<file path="src/design/pwmou_pkg.sv">
package pwmou_pkg;
   // Register bus geometry
   localparam int unsigned ADDR_W = 4;
   localparam int unsigned DATA_W = 8;

   // Register offsets
   localparam logic [3:0] OFS_CTRL = 4'h0;
   localparam logic [3:0] OFS_PRESC = 4'h1;
   localparam logic [3:0] OFS_HIGH = 4'h2;
   localparam logic [3:0] OFS_PDATA = 4'h3;
   localparam logic [3:0] OFS_PDIR = 4'h4;
   localparam logic [3:0] OFS_STAT = 4'h5;

   // Field positions
   localparam int unsigned CTRL_EN_BIT = 0;
   localparam int unsigned CTRL_SRC_BIT = 1;
   localparam int unsigned PORT_BIT = 4;
   localparam int unsigned STAT_RUN_BIT = 0;
   localparam int unsigned STAT_INIT_BIT = 1;
   localparam int unsigned STAT_PIN_BIT = 2;

   // Reset values
   localparam logic [7:0] CTRL_RST = 8'h00;
   localparam logic [7:0] PRESC_RST = 8'h00;
   localparam logic [7:0] HIGH_RST = 8'h00;
   localparam logic [7:0] PDATA_RST = 8'h00;
   localparam logic [7:0] PDIR_RST = 8'h00;

   // Timing: last tick index of a 255-tick period
   localparam logic [7:0] PERIOD_LAST = 8'hFE;

   typedef enum logic [1:0] {
      ST_IDLE,
      ST_INIT_LOW,
      ST_RUN
   } pwmou_state_type;
endpackage

</file>
<file path="src/design/pwmou_prescaler.sv">
`timescale 1ns/1ps
module pwmou_prescaler #(
   parameter int unsigned DIV_W = 8
) (
   input wire logic sys_clk_i,
   input wire logic rst_b_i,
   input wire logic clr_i,
   input wire logic src_en_i,
   input wire logic [DIV_W-1:0] div_i,
   output logic tick_o
);
   logic [DIV_W-1:0] cnt_q;
   logic [DIV_W-1:0] cnt_d;

   generate
      if (DIV_W < 1) begin : g_bad_width
         $error("pwmou_prescaler: DIV_W must be at least 1");
      end
   endgenerate

   // Divide source enables by div plus one
   always_comb begin
      cnt_d = cnt_q;
      tick_o = 1'b0;
      if (clr_i) begin
         cnt_d = '0;
      end else if (src_en_i) begin
         if (cnt_q >= div_i) begin
            cnt_d = '0;
            tick_o = 1'b1;
         end else begin
            cnt_d = cnt_q + 1'b1;
         end
      end
   end

   always_ff @(posedge sys_clk_i or negedge rst_b_i) begin
      if (!rst_b_i) begin
         cnt_q <= '0;
      end else begin
         cnt_q <= cnt_d;
      end
   end
endmodule // pwmou_prescaler

</file>
<file path="src/design/pwmou_top.sv">
// The register offsets and the address-and-strobe port are this design's own decisions.
`timescale 1ns/1ps
module pwmou_top (
   input wire logic sys_clk_i,
   input wire logic rst_b_i,
   input wire logic [pwmou_pkg::ADDR_W-1:0] reg_addr_i,
   input wire logic [pwmou_pkg::DATA_W-1:0] reg_wdata_i,
   input wire logic reg_wr_i,
   input wire logic reg_rd_i,
   output logic [pwmou_pkg::DATA_W-1:0] reg_rdata_o,
   input wire logic shared_modulator_pin_i,
   output logic shared_modulator_pin_o,
   output logic shared_modulator_pin_oe_o
);
   // Software-visible registers
   logic [7:0] ctrl_q, ctrl_d;
   logic [7:0] pre_presc_q, pre_presc_d;
   logic [7:0] pre_high_q, pre_high_d;
   logic [7:0] port_four_q, port_four_d;
   logic [7:0] port_four_dir_q, port_four_dir_d;
   logic [7:0] rdata_q, rdata_d;
   // Modulator state
   pwmou_pkg::pwmou_state_type state_q, state_d;
   logic [7:0] work_high_q, work_high_d;
   logic [7:0] work_presc_q, work_presc_d;
   logic [7:0] tick_cnt_q, tick_cnt_d;
   logic src_tog_q, src_tog_d;
   logic pin_q, pin_d;
   logic pin_oe_q, pin_oe_d;
   // Pin input synchroniser
   logic [2:0] pin_sync_q;
   logic pin_filt_q, pin_filt_d;
   // Combinational helpers
   logic enable;
   logic src_sel;
   logic src_en;
   logic presc_clr;
   logic tick;
   logic period_end;
   logic pwm_level;
   logic wr_high;

   assign enable = ctrl_q[pwmou_pkg::CTRL_EN_BIT];
   assign src_sel = ctrl_q[pwmou_pkg::CTRL_SRC_BIT];
   assign wr_high = reg_wr_i && (reg_addr_i == pwmou_pkg::OFS_HIGH);

   // Register writes
   always_comb begin
      ctrl_d = ctrl_q;
      pre_presc_d = pre_presc_q;
      pre_high_d = pre_high_q;
      port_four_d = port_four_q;
      port_four_dir_d = port_four_dir_q;
      if (reg_wr_i) begin
         case (reg_addr_i)
            pwmou_pkg::OFS_CTRL: ctrl_d = reg_wdata_i;
            pwmou_pkg::OFS_PRESC: pre_presc_d = reg_wdata_i;
            pwmou_pkg::OFS_HIGH: pre_high_d = reg_wdata_i;
            pwmou_pkg::OFS_PDATA: port_four_d = reg_wdata_i;
            pwmou_pkg::OFS_PDIR: port_four_dir_d = reg_wdata_i;
            default: ctrl_d = ctrl_q;
         endcase
      end
   end

   // Read data valid only in the cycle after the strobe
   always_comb begin
      rdata_d = 8'h00;
      if (reg_rd_i) begin
         case (reg_addr_i)
            pwmou_pkg::OFS_CTRL: rdata_d = ctrl_q;
            pwmou_pkg::OFS_PRESC: rdata_d = pre_presc_q;
            pwmou_pkg::OFS_HIGH: rdata_d = work_high_q;
            pwmou_pkg::OFS_PDATA: rdata_d = port_four_q;
            pwmou_pkg::OFS_PDIR: rdata_d = port_four_dir_q;
            pwmou_pkg::OFS_STAT: begin
               rdata_d[pwmou_pkg::STAT_RUN_BIT] = (state_q == pwmou_pkg::ST_RUN);
               rdata_d[pwmou_pkg::STAT_INIT_BIT] =
                  (state_q == pwmou_pkg::ST_INIT_LOW);
               rdata_d[pwmou_pkg::STAT_PIN_BIT] = pin_filt_q;
            end
            default: rdata_d = 8'h00;
         endcase
      end
   end

   always_ff @(posedge sys_clk_i or negedge rst_b_i) begin
      if (!rst_b_i) begin
         ctrl_q <= pwmou_pkg::CTRL_RST;
         pre_presc_q <= pwmou_pkg::PRESC_RST;
         pre_high_q <= pwmou_pkg::HIGH_RST;
         port_four_q <= pwmou_pkg::PDATA_RST;
         port_four_dir_q <= pwmou_pkg::PDIR_RST;
         rdata_q <= 8'h00;
      end else begin
         ctrl_q <= ctrl_d;
         pre_presc_q <= pre_presc_d;
         pre_high_q <= pre_high_d;
         port_four_q <= port_four_d;
         port_four_dir_q <= port_four_dir_d;
         rdata_q <= rdata_d;
      end
   end

   assign reg_rdata_o = rdata_q;

   // Count source: every cycle, or every second cycle when select is set
   assign src_en = src_sel ? src_tog_q : 1'b1;
   assign presc_clr = (state_q == pwmou_pkg::ST_IDLE);

   pwmou_prescaler #(
      .DIV_W(8)
   ) u_presc (
      .sys_clk_i(sys_clk_i),
      .rst_b_i(rst_b_i),
      .clr_i(presc_clr),
      .src_en_i(src_en),
      .div_i(work_presc_q),
      .tick_o(tick)
   );

   assign period_end = (state_q == pwmou_pkg::ST_RUN) && tick &&
                       (tick_cnt_q == pwmou_pkg::PERIOD_LAST);

   // High while tick index is below the working value
   assign pwm_level = (state_q == pwmou_pkg::ST_RUN) &&
                      (tick_cnt_q < work_high_q);

   // Modulator sequencing
   always_comb begin
      state_d = state_q;
      work_high_d = work_high_q;
      work_presc_d = work_presc_q;
      tick_cnt_d = tick_cnt_q;
      src_tog_d = ~src_tog_q;
      case (state_q)
         pwmou_pkg::ST_IDLE: begin
            src_tog_d = 1'b0;
            tick_cnt_d = 8'h00;
            work_high_d = pre_high_q;
            work_presc_d = pre_presc_q;
            if (enable) begin
               state_d = pwmou_pkg::ST_INIT_LOW;
            end
         end
         pwmou_pkg::ST_INIT_LOW: begin
            if (!enable) begin
               state_d = pwmou_pkg::ST_IDLE;
            end else if (tick) begin
               state_d = pwmou_pkg::ST_RUN;
               tick_cnt_d = 8'h00;
               work_high_d = pre_high_q;
               work_presc_d = pre_presc_q;
            end
         end
         pwmou_pkg::ST_RUN: begin
            if (!enable) begin
               state_d = pwmou_pkg::ST_IDLE;
            end else if (period_end) begin
               tick_cnt_d = 8'h00;
               work_high_d = pre_high_q;
               work_presc_d = pre_presc_q;
            end else if (tick) begin
               tick_cnt_d = tick_cnt_q + 8'h01;
            end
         end
         default: state_d = pwmou_pkg::ST_IDLE;
      endcase
   end

   always_ff @(posedge sys_clk_i or negedge rst_b_i) begin
      if (!rst_b_i) begin
         state_q <= pwmou_pkg::ST_IDLE;
         work_high_q <= pwmou_pkg::HIGH_RST;
         work_presc_q <= pwmou_pkg::PRESC_RST;
         tick_cnt_q <= 8'h00;
         src_tog_q <= 1'b0;
      end else begin
         state_q <= state_d;
         work_high_q <= work_high_d;
         work_presc_q <= work_presc_d;
         tick_cnt_q <= tick_cnt_d;
         src_tog_q <= src_tog_d;
      end
   end

   // Pin mux between modulator and port bit
   always_comb begin
      if (enable) begin
         pin_d = pwm_level;
         pin_oe_d = 1'b1;
      end else begin
         pin_d = port_four_q[pwmou_pkg::PORT_BIT];
         pin_oe_d = port_four_dir_q[pwmou_pkg::PORT_BIT];
      end
   end

   // Pin input filter: accept when second and third stages agree
   always_comb begin
      pin_filt_d = pin_filt_q;
      if (pin_sync_q[1] == pin_sync_q[2]) begin
         pin_filt_d = pin_sync_q[2];
      end
   end

   always_ff @(posedge sys_clk_i or negedge rst_b_i) begin
      if (!rst_b_i) begin
         pin_q <= 1'b0;
         pin_oe_q <= 1'b0;
         pin_sync_q <= 3'h0;
         pin_filt_q <= 1'b0;
      end else begin
         pin_q <= pin_d;
         pin_oe_q <= pin_oe_d;
         pin_sync_q <= {pin_sync_q[1:0], shared_modulator_pin_i};
         pin_filt_q <= pin_filt_d;
      end
   end

   assign shared_modulator_pin_o = pin_q;
   assign shared_modulator_pin_oe_o = pin_oe_q;

   // Cycles spent in the initial low interval, for checking only
   logic [9:0] init_cyc_q;
   logic [9:0] init_expect;

   always_ff @(posedge sys_clk_i or negedge rst_b_i) begin
      if (!rst_b_i) begin
         init_cyc_q <= 10'h000;
      end else if (state_q == pwmou_pkg::ST_INIT_LOW) begin
         init_cyc_q <= init_cyc_q + 10'h001;
      end else begin
         init_cyc_q <= 10'h000;
      end
   end

   assign init_expect = src_sel ? ({2'b00, work_presc_q} + 10'h001) << 1 :
                                  {2'b00, work_presc_q} + 10'h001;

   a_pin_drives_pwm: assert property (
      @(posedge sys_clk_i) disable iff (!rst_b_i)
      enable |=> shared_modulator_pin_oe_o == 1'b1)
      else $error("pin not driven while modulator enabled");

   a_pin_port_mode: assert property (
      @(posedge sys_clk_i) disable iff (!rst_b_i)
      !enable |=> (shared_modulator_pin_oe_o ==
                   $past(port_four_dir_q[pwmou_pkg::PORT_BIT])) &&
                  (shared_modulator_pin_o ==
                   $past(port_four_q[pwmou_pkg::PORT_BIT])))
      else $error("pin does not follow port bit while disabled");

   a_init_low_level: assert property (
      @(posedge sys_clk_i) disable iff (!rst_b_i)
      (state_q == pwmou_pkg::ST_INIT_LOW) && enable |=>
         !shared_modulator_pin_o)
      else $error("pin not low during initial interval");

   a_init_length: assert property (
      @(posedge sys_clk_i) disable iff (!rst_b_i)
      (state_q == pwmou_pkg::ST_INIT_LOW) && enable && tick |->
         (init_cyc_q + 10'h001) == init_expect)
      else $error("initial low interval has wrong length");

   a_period_high_first: assert property (
      @(posedge sys_clk_i) disable iff (!rst_b_i)
      (state_q == pwmou_pkg::ST_RUN) && enable &&
      (tick_cnt_q == 8'h00) && (work_high_q != 8'h00) |=>
         shared_modulator_pin_o)
      else $error("period does not begin high");

   a_high_width: assert property (
      @(posedge sys_clk_i) disable iff (!rst_b_i)
      (state_q == pwmou_pkg::ST_RUN) && enable &&
      (tick_cnt_q >= work_high_q) |=> !shared_modulator_pin_o)
      else $error("pin high past the high-time setting");

   a_prelatch_write: assert property (
      @(posedge sys_clk_i) disable iff (!rst_b_i)
      wr_high |=> pre_high_q == $past(reg_wdata_i))
      else $error("pre-latch did not take written value");

   a_latch_holds: assert property (
      @(posedge sys_clk_i) disable iff (!rst_b_i)
      (state_q == pwmou_pkg::ST_RUN) && enable && !period_end |=>
         $stable(work_high_q) && $stable(work_presc_q))
      else $error("working latch changed mid-period");

   a_read_latch: assert property (
      @(posedge sys_clk_i) disable iff (!rst_b_i)
      reg_rd_i && (reg_addr_i == pwmou_pkg::OFS_HIGH) |=>
         reg_rdata_o == $past(work_high_q))
      else $error("high-time read not from working latch");

   a_tick_range: assert property (
      @(posedge sys_clk_i) disable iff (!rst_b_i)
      (state_q == pwmou_pkg::ST_RUN) |->
         tick_cnt_q <= pwmou_pkg::PERIOD_LAST)
      else $error("tick index beyond period end");
endmodule // pwmou_top

</file>
<file path="config.mk">
export PLATFORM = sky130hd
export DESIGN_NAME = pwmou_top
export DESIGN_NICKNAME = d
export VERILOG_FILES = /design/src/design/pwmou_pkg.sv /design/src/design/pwmou_prescaler.sv /design/src/design/pwmou_top.sv
export SDC_FILE = /design/constraint.sdc
export NUM_CORES = 1
export LEC_CHECK = 0
export BUFFER_PORTS_ARGS = -buffer_cell sky130_fd_sc_hd__buf_2
export CAP_MARGIN = 0
export CORE_UTILIZATION = 60
export DETAILED_ROUTE_END_ITERATION = 10
export GPL_TIMING_DRIVEN = 0
export PLACE_DENSITY = 0.75
export SYNTH_ARGS = -nofsm -noshare
export SYNTH_HDL_FRONTEND = slang
export SYNTH_SLANG_ARGS = --single-unit
</file>
<file path="constraint.sdc">
create_clock -name sys_clk_i -period 2.7 [get_ports sys_clk_i]
set_input_delay 0.27 -clock sys_clk_i [delete_from_list [all_inputs] [get_ports sys_clk_i]]
set_output_delay 0.27 -clock sys_clk_i [all_outputs]
set_load 0.02 [all_outputs]
</file>
==> flow_summary.toml <==
[critical_path]
worst_r2r_path_depth = 8
crit_family = "compound AO/OA/AOI/OAI gates"
reg2reg_to = "tick_cnt_q[1]$_DFFE_PN0P_"
cp.arrival_ns = 2.72
path_cells = "ha_1, a211oi_1, nand3_1, a31o_1, buf_6, a21oi_1, o21a_1, mux2_2"
worstSetupPathType = "flip-flop to flip-flop"
cp_data_required_time_ns = 2.95
cp_slowest_cell = "dfrtp_1"
reg2reg_from = "u_presc.cnt_q[4]$_DFFE_PN0P_"
rrSetupSlack_ns = 0.23
end_kind = "flip-flop"
critical_path_peak_fanout = 10
critPathMaxStageDelay_ns = 0.43
path_buf_inv = 1
startpoint_type = "flip-flop"

[logic_synthesis]
ys_seq_elements = 89
synth-edff-count = 0
syn-num-nets = 403
syn_area_mm2 = 0.00440
postSynthAreaPerCell_um2 = 12.0
synth_warnings = 0
async_reset_ff_frac = 1.00
netlist_instances = 368
netlist-cell-type-count = 60
seq_area_frac_synth = 0.506
synth_ff_type = "dfrtp_1"

[power]
combinationalPowerShare = 0.288
power_switching_w = 0.00124
vdd_drop_max_mv = 0.439
swShare = 0.321
power_density_mw_per_mm2 = 791
clkPwrFrac = 0.236
power_w = 0.00386
leakage_nw = 2.27
internal_power_w = 0.00262
seqPwrFrac = 0.476

[floorplan]
die_area_mm2 = 0.00769
initial_utilization = 0.634
die_h_um = 87.7
design.core.area_mm2 = 0.00694
io_pins = 27
die_x_um = 87.7
rows = 30

[drt]
drt-total-wl_um = 9240
remaining_drc_errors = 0
vias = 3077
drtIter0Drc = 194
wl_per_cell_um = 18.3
drtPass1Iterations = 5
drtAntennaViolNets = 0
drt-vias-per-instance = 6.08

[grt]
grt_max_degree = 66
grt_pass1_wl_um = 15700
grt_pass1_vias = 3106
grt-ovfl-total = 0
grt_antenna_before_repair = 0
grtUsageTotal = 0.270

[final_layout]
regArea_mm2 = 0.00223
nFillCells = 528
final_cell_mix = "dfrtp_1 (89), mux2_2 (50), buf_2 (26), nand2_1 (21), nor2_1 (21)"
syn2layout_area_growth_pct = 10.8
num_antenna_cells = 0
layout-drive-gt1-share = 0.290
layout_commonest_cell = "dfrtp_1"
multi_input_area_mm2 = 0.00204
num-nets-final = 440

[sta]
fin_crit_ns = 2.47
slew_violations = 0
setup_viol = 0
max_freq_ghz = 0.405
tightestPinTransition_ns = 0.802
skew_ns = 0.00843
slew_headroom = 0.460
fin_crit_sh = 0.914
setup_tns_ns = 0
final-hold-violation-count = 0
rsz0062_at_grt = "false"

[cts]
clock-sinks = 89
cts-buffers-inserted = 9
clk_path_buf_depth = 2
cts-htree-levels = 3
clock_insertion_delay_worst_skew_ns = 0.36
clk_pin_slew_ns = 0.09
root_buffer = "clkbuf_8"
cts_tree = "yes"

[status]
status = "completed"

[hold_path]
hold_start = "shared_modulator_pin_i"
hold_depth = 1
hold_class = "input port to flip-flop"
holdPathEnd = "pin_sync_q[0]$_DFF_PN0_"

[placed_design]
dp_hpwl_um = 6520
port_buffers = 24
gp_congestion = 0.838

[job]
maxCapViolCount = 0
## timing repair
action / 4_1_cts / 5_1_grt
setup buffers: 0 / 0
gates resized for setup: 0 / 0
hold buffers: 1 / 0
endpoints found under the hold margin: 24 / 0
## worst reg2reg max path: cells and delay by family (launching register included)
kind | cells | cell delay [ns]
AO/OA/AOI/OAI | 4 | 0.99
flip-flops | 1 | 0.43
buffers and inverters | 1 | 0.14
multiplexers | 1 | 0.36
AND/OR/NAND/NOR | 1 | 0.11
adder cells (fa/ha/maj) | 1 | 0.33
## state kept, by name (all words and copies together), names as in the netlist
register / cells
ctrl_q: 8
pin_filt_q: 1
pin_sync_q: 3
port_four_dir_q: 8
port_four_q: 8
pre_high_q: 8
pre_presc_q: 8
reg_rdata_o: 8
shared_modulator_pin_o: 1
shared_modulator_pin_oe_o: 1
src_tog_q: 1
state_q: 2
tick_cnt_q: 8
u_presc.cnt_q: 8
work_high_q: 8
work_presc_q: 8
## final cells by class
cell class | count | share of cell area
well taps | 96 | 0.0246
multi-input cells | 251 | 0.418
inverters | 18 | 0.0138
plain buffers | 10 | 0.0149
flip-flops and latches | 89 | 0.457
clock inverters | 7 | 0.0144
clock buffers | 9 | 0.0254
repair buffers | 26 | 0.0328
## synth_stat cells, drive strengths merged, types with 3 or more instances
library cell | count | area, um^2
a21oi | 13 | 65.1
a221o | 3 | 30.0
a222oi | 5 | 50.1
a22oi | 5 | 37.5
a32o | 3 | 30.0
and3 | 8 | 50.1
buf | 7 | 61.3
clkbuf | 3 | 11.3
dfrtp | 89 | 2230
ha | 18 | 225
inv | 18 | 67.6
mux2 | 60 | 713
mux2i | 6 | 60.1
nand2 | 21 | 78.8
nand2b | 3 | 18.8
nand3 | 13 | 77.6
nand3b | 5 | 41.3
nor2 | 23 | 96.4
nor2b | 6 | 45.0
nor3b | 3 | 22.5
o21ai | 20 | 104
o31ai | 3 | 22.5
or2 | 3 | 18.8
## kinds of logic (layout without fill, tap and decap cells)
family                     count (synthesis)  count (layout)  share of synthesized area
muxes                                     66              66                      0.176
buffers and inverters                     28              70                     0.0318
adders and majority gates                 19              19                     0.0534
AOI/OAI and AO/OA                         70              70                      0.111
DFF                                       89              89                      0.506
and+or+nand+nor                           94              94                      0.118
xor gates and xnor gates                   2               2                    0.00398
## how the worst max path moves through the flow
stage                     slack (ns)  depth (start not counted)                         end                         start
after floorplan                 0.49                         10  work_high_q[0]$_DFFE_PN0P_  u_presc.cnt_q[4]$_DFFE_PN0P_
after global placement          0.34                         10  work_high_q[5]$_DFFE_PN0P_  u_presc.cnt_q[4]$_DFFE_PN0P_
after detailed placement        0.26                          8   tick_cnt_q[1]$_DFFE_PN0P_  u_presc.cnt_q[4]$_DFFE_PN0P_
after CTS                       0.25                          8   tick_cnt_q[1]$_DFFE_PN0P_  u_presc.cnt_q[4]$_DFFE_PN0P_
after global routing            0.08                          8   tick_cnt_q[1]$_DFFE_PN0P_  u_presc.cnt_q[4]$_DFFE_PN0P_
final                           0.23                          8   tick_cnt_q[1]$_DFFE_PN0P_  u_presc.cnt_q[4]$_DFFE_PN0P_
## through the flow
stage	hold slack [ns]	cell area (um^2)	worst slack, ns	cells	util
after floorplan	-0.0256	4400	0.493	368	-
after CTS	0.0100	4880	0.249	506	0.703
after detailed placement	0.208	4670	0.264	489	0.673
after global placement	0.336	4640	0.344	488	0.669
after global routing	0.00925	4880	0.0802	506	0.703
final	0.0212	4880	0.233	506	0.703
## metal layers
metal | part of all wire | global-route usage | up-vias
met5 | 0 | 0 | -
met4 | 0.011 | 0.0939 | 0
met3 | 0.032 | 0.0339 | 8
met2 | 0.50 | 0.445 | 71
met1 | 0.46 | 0.374 | 1570
li1 | - | - | 1428
## power groups by stage
stage | Clock, W | Sequential (W) | Combinational (W)
2_1_floorplan | 0 | 0.00180 | 0.000858
3_5_place_dp | 0 | 0.00186 | 0.00111
4_1_cts | 0.000929 | 0.00183 | 0.00112
3_3_place_gp | 0 | 0.00185 | 0.00106
6_report | 0.000912 | 0.00184 | 0.00111
5_1_grt | 0.000981 | 0.00187 | 0.00123
Note: power is estimated with default switching activity, not from simulation.
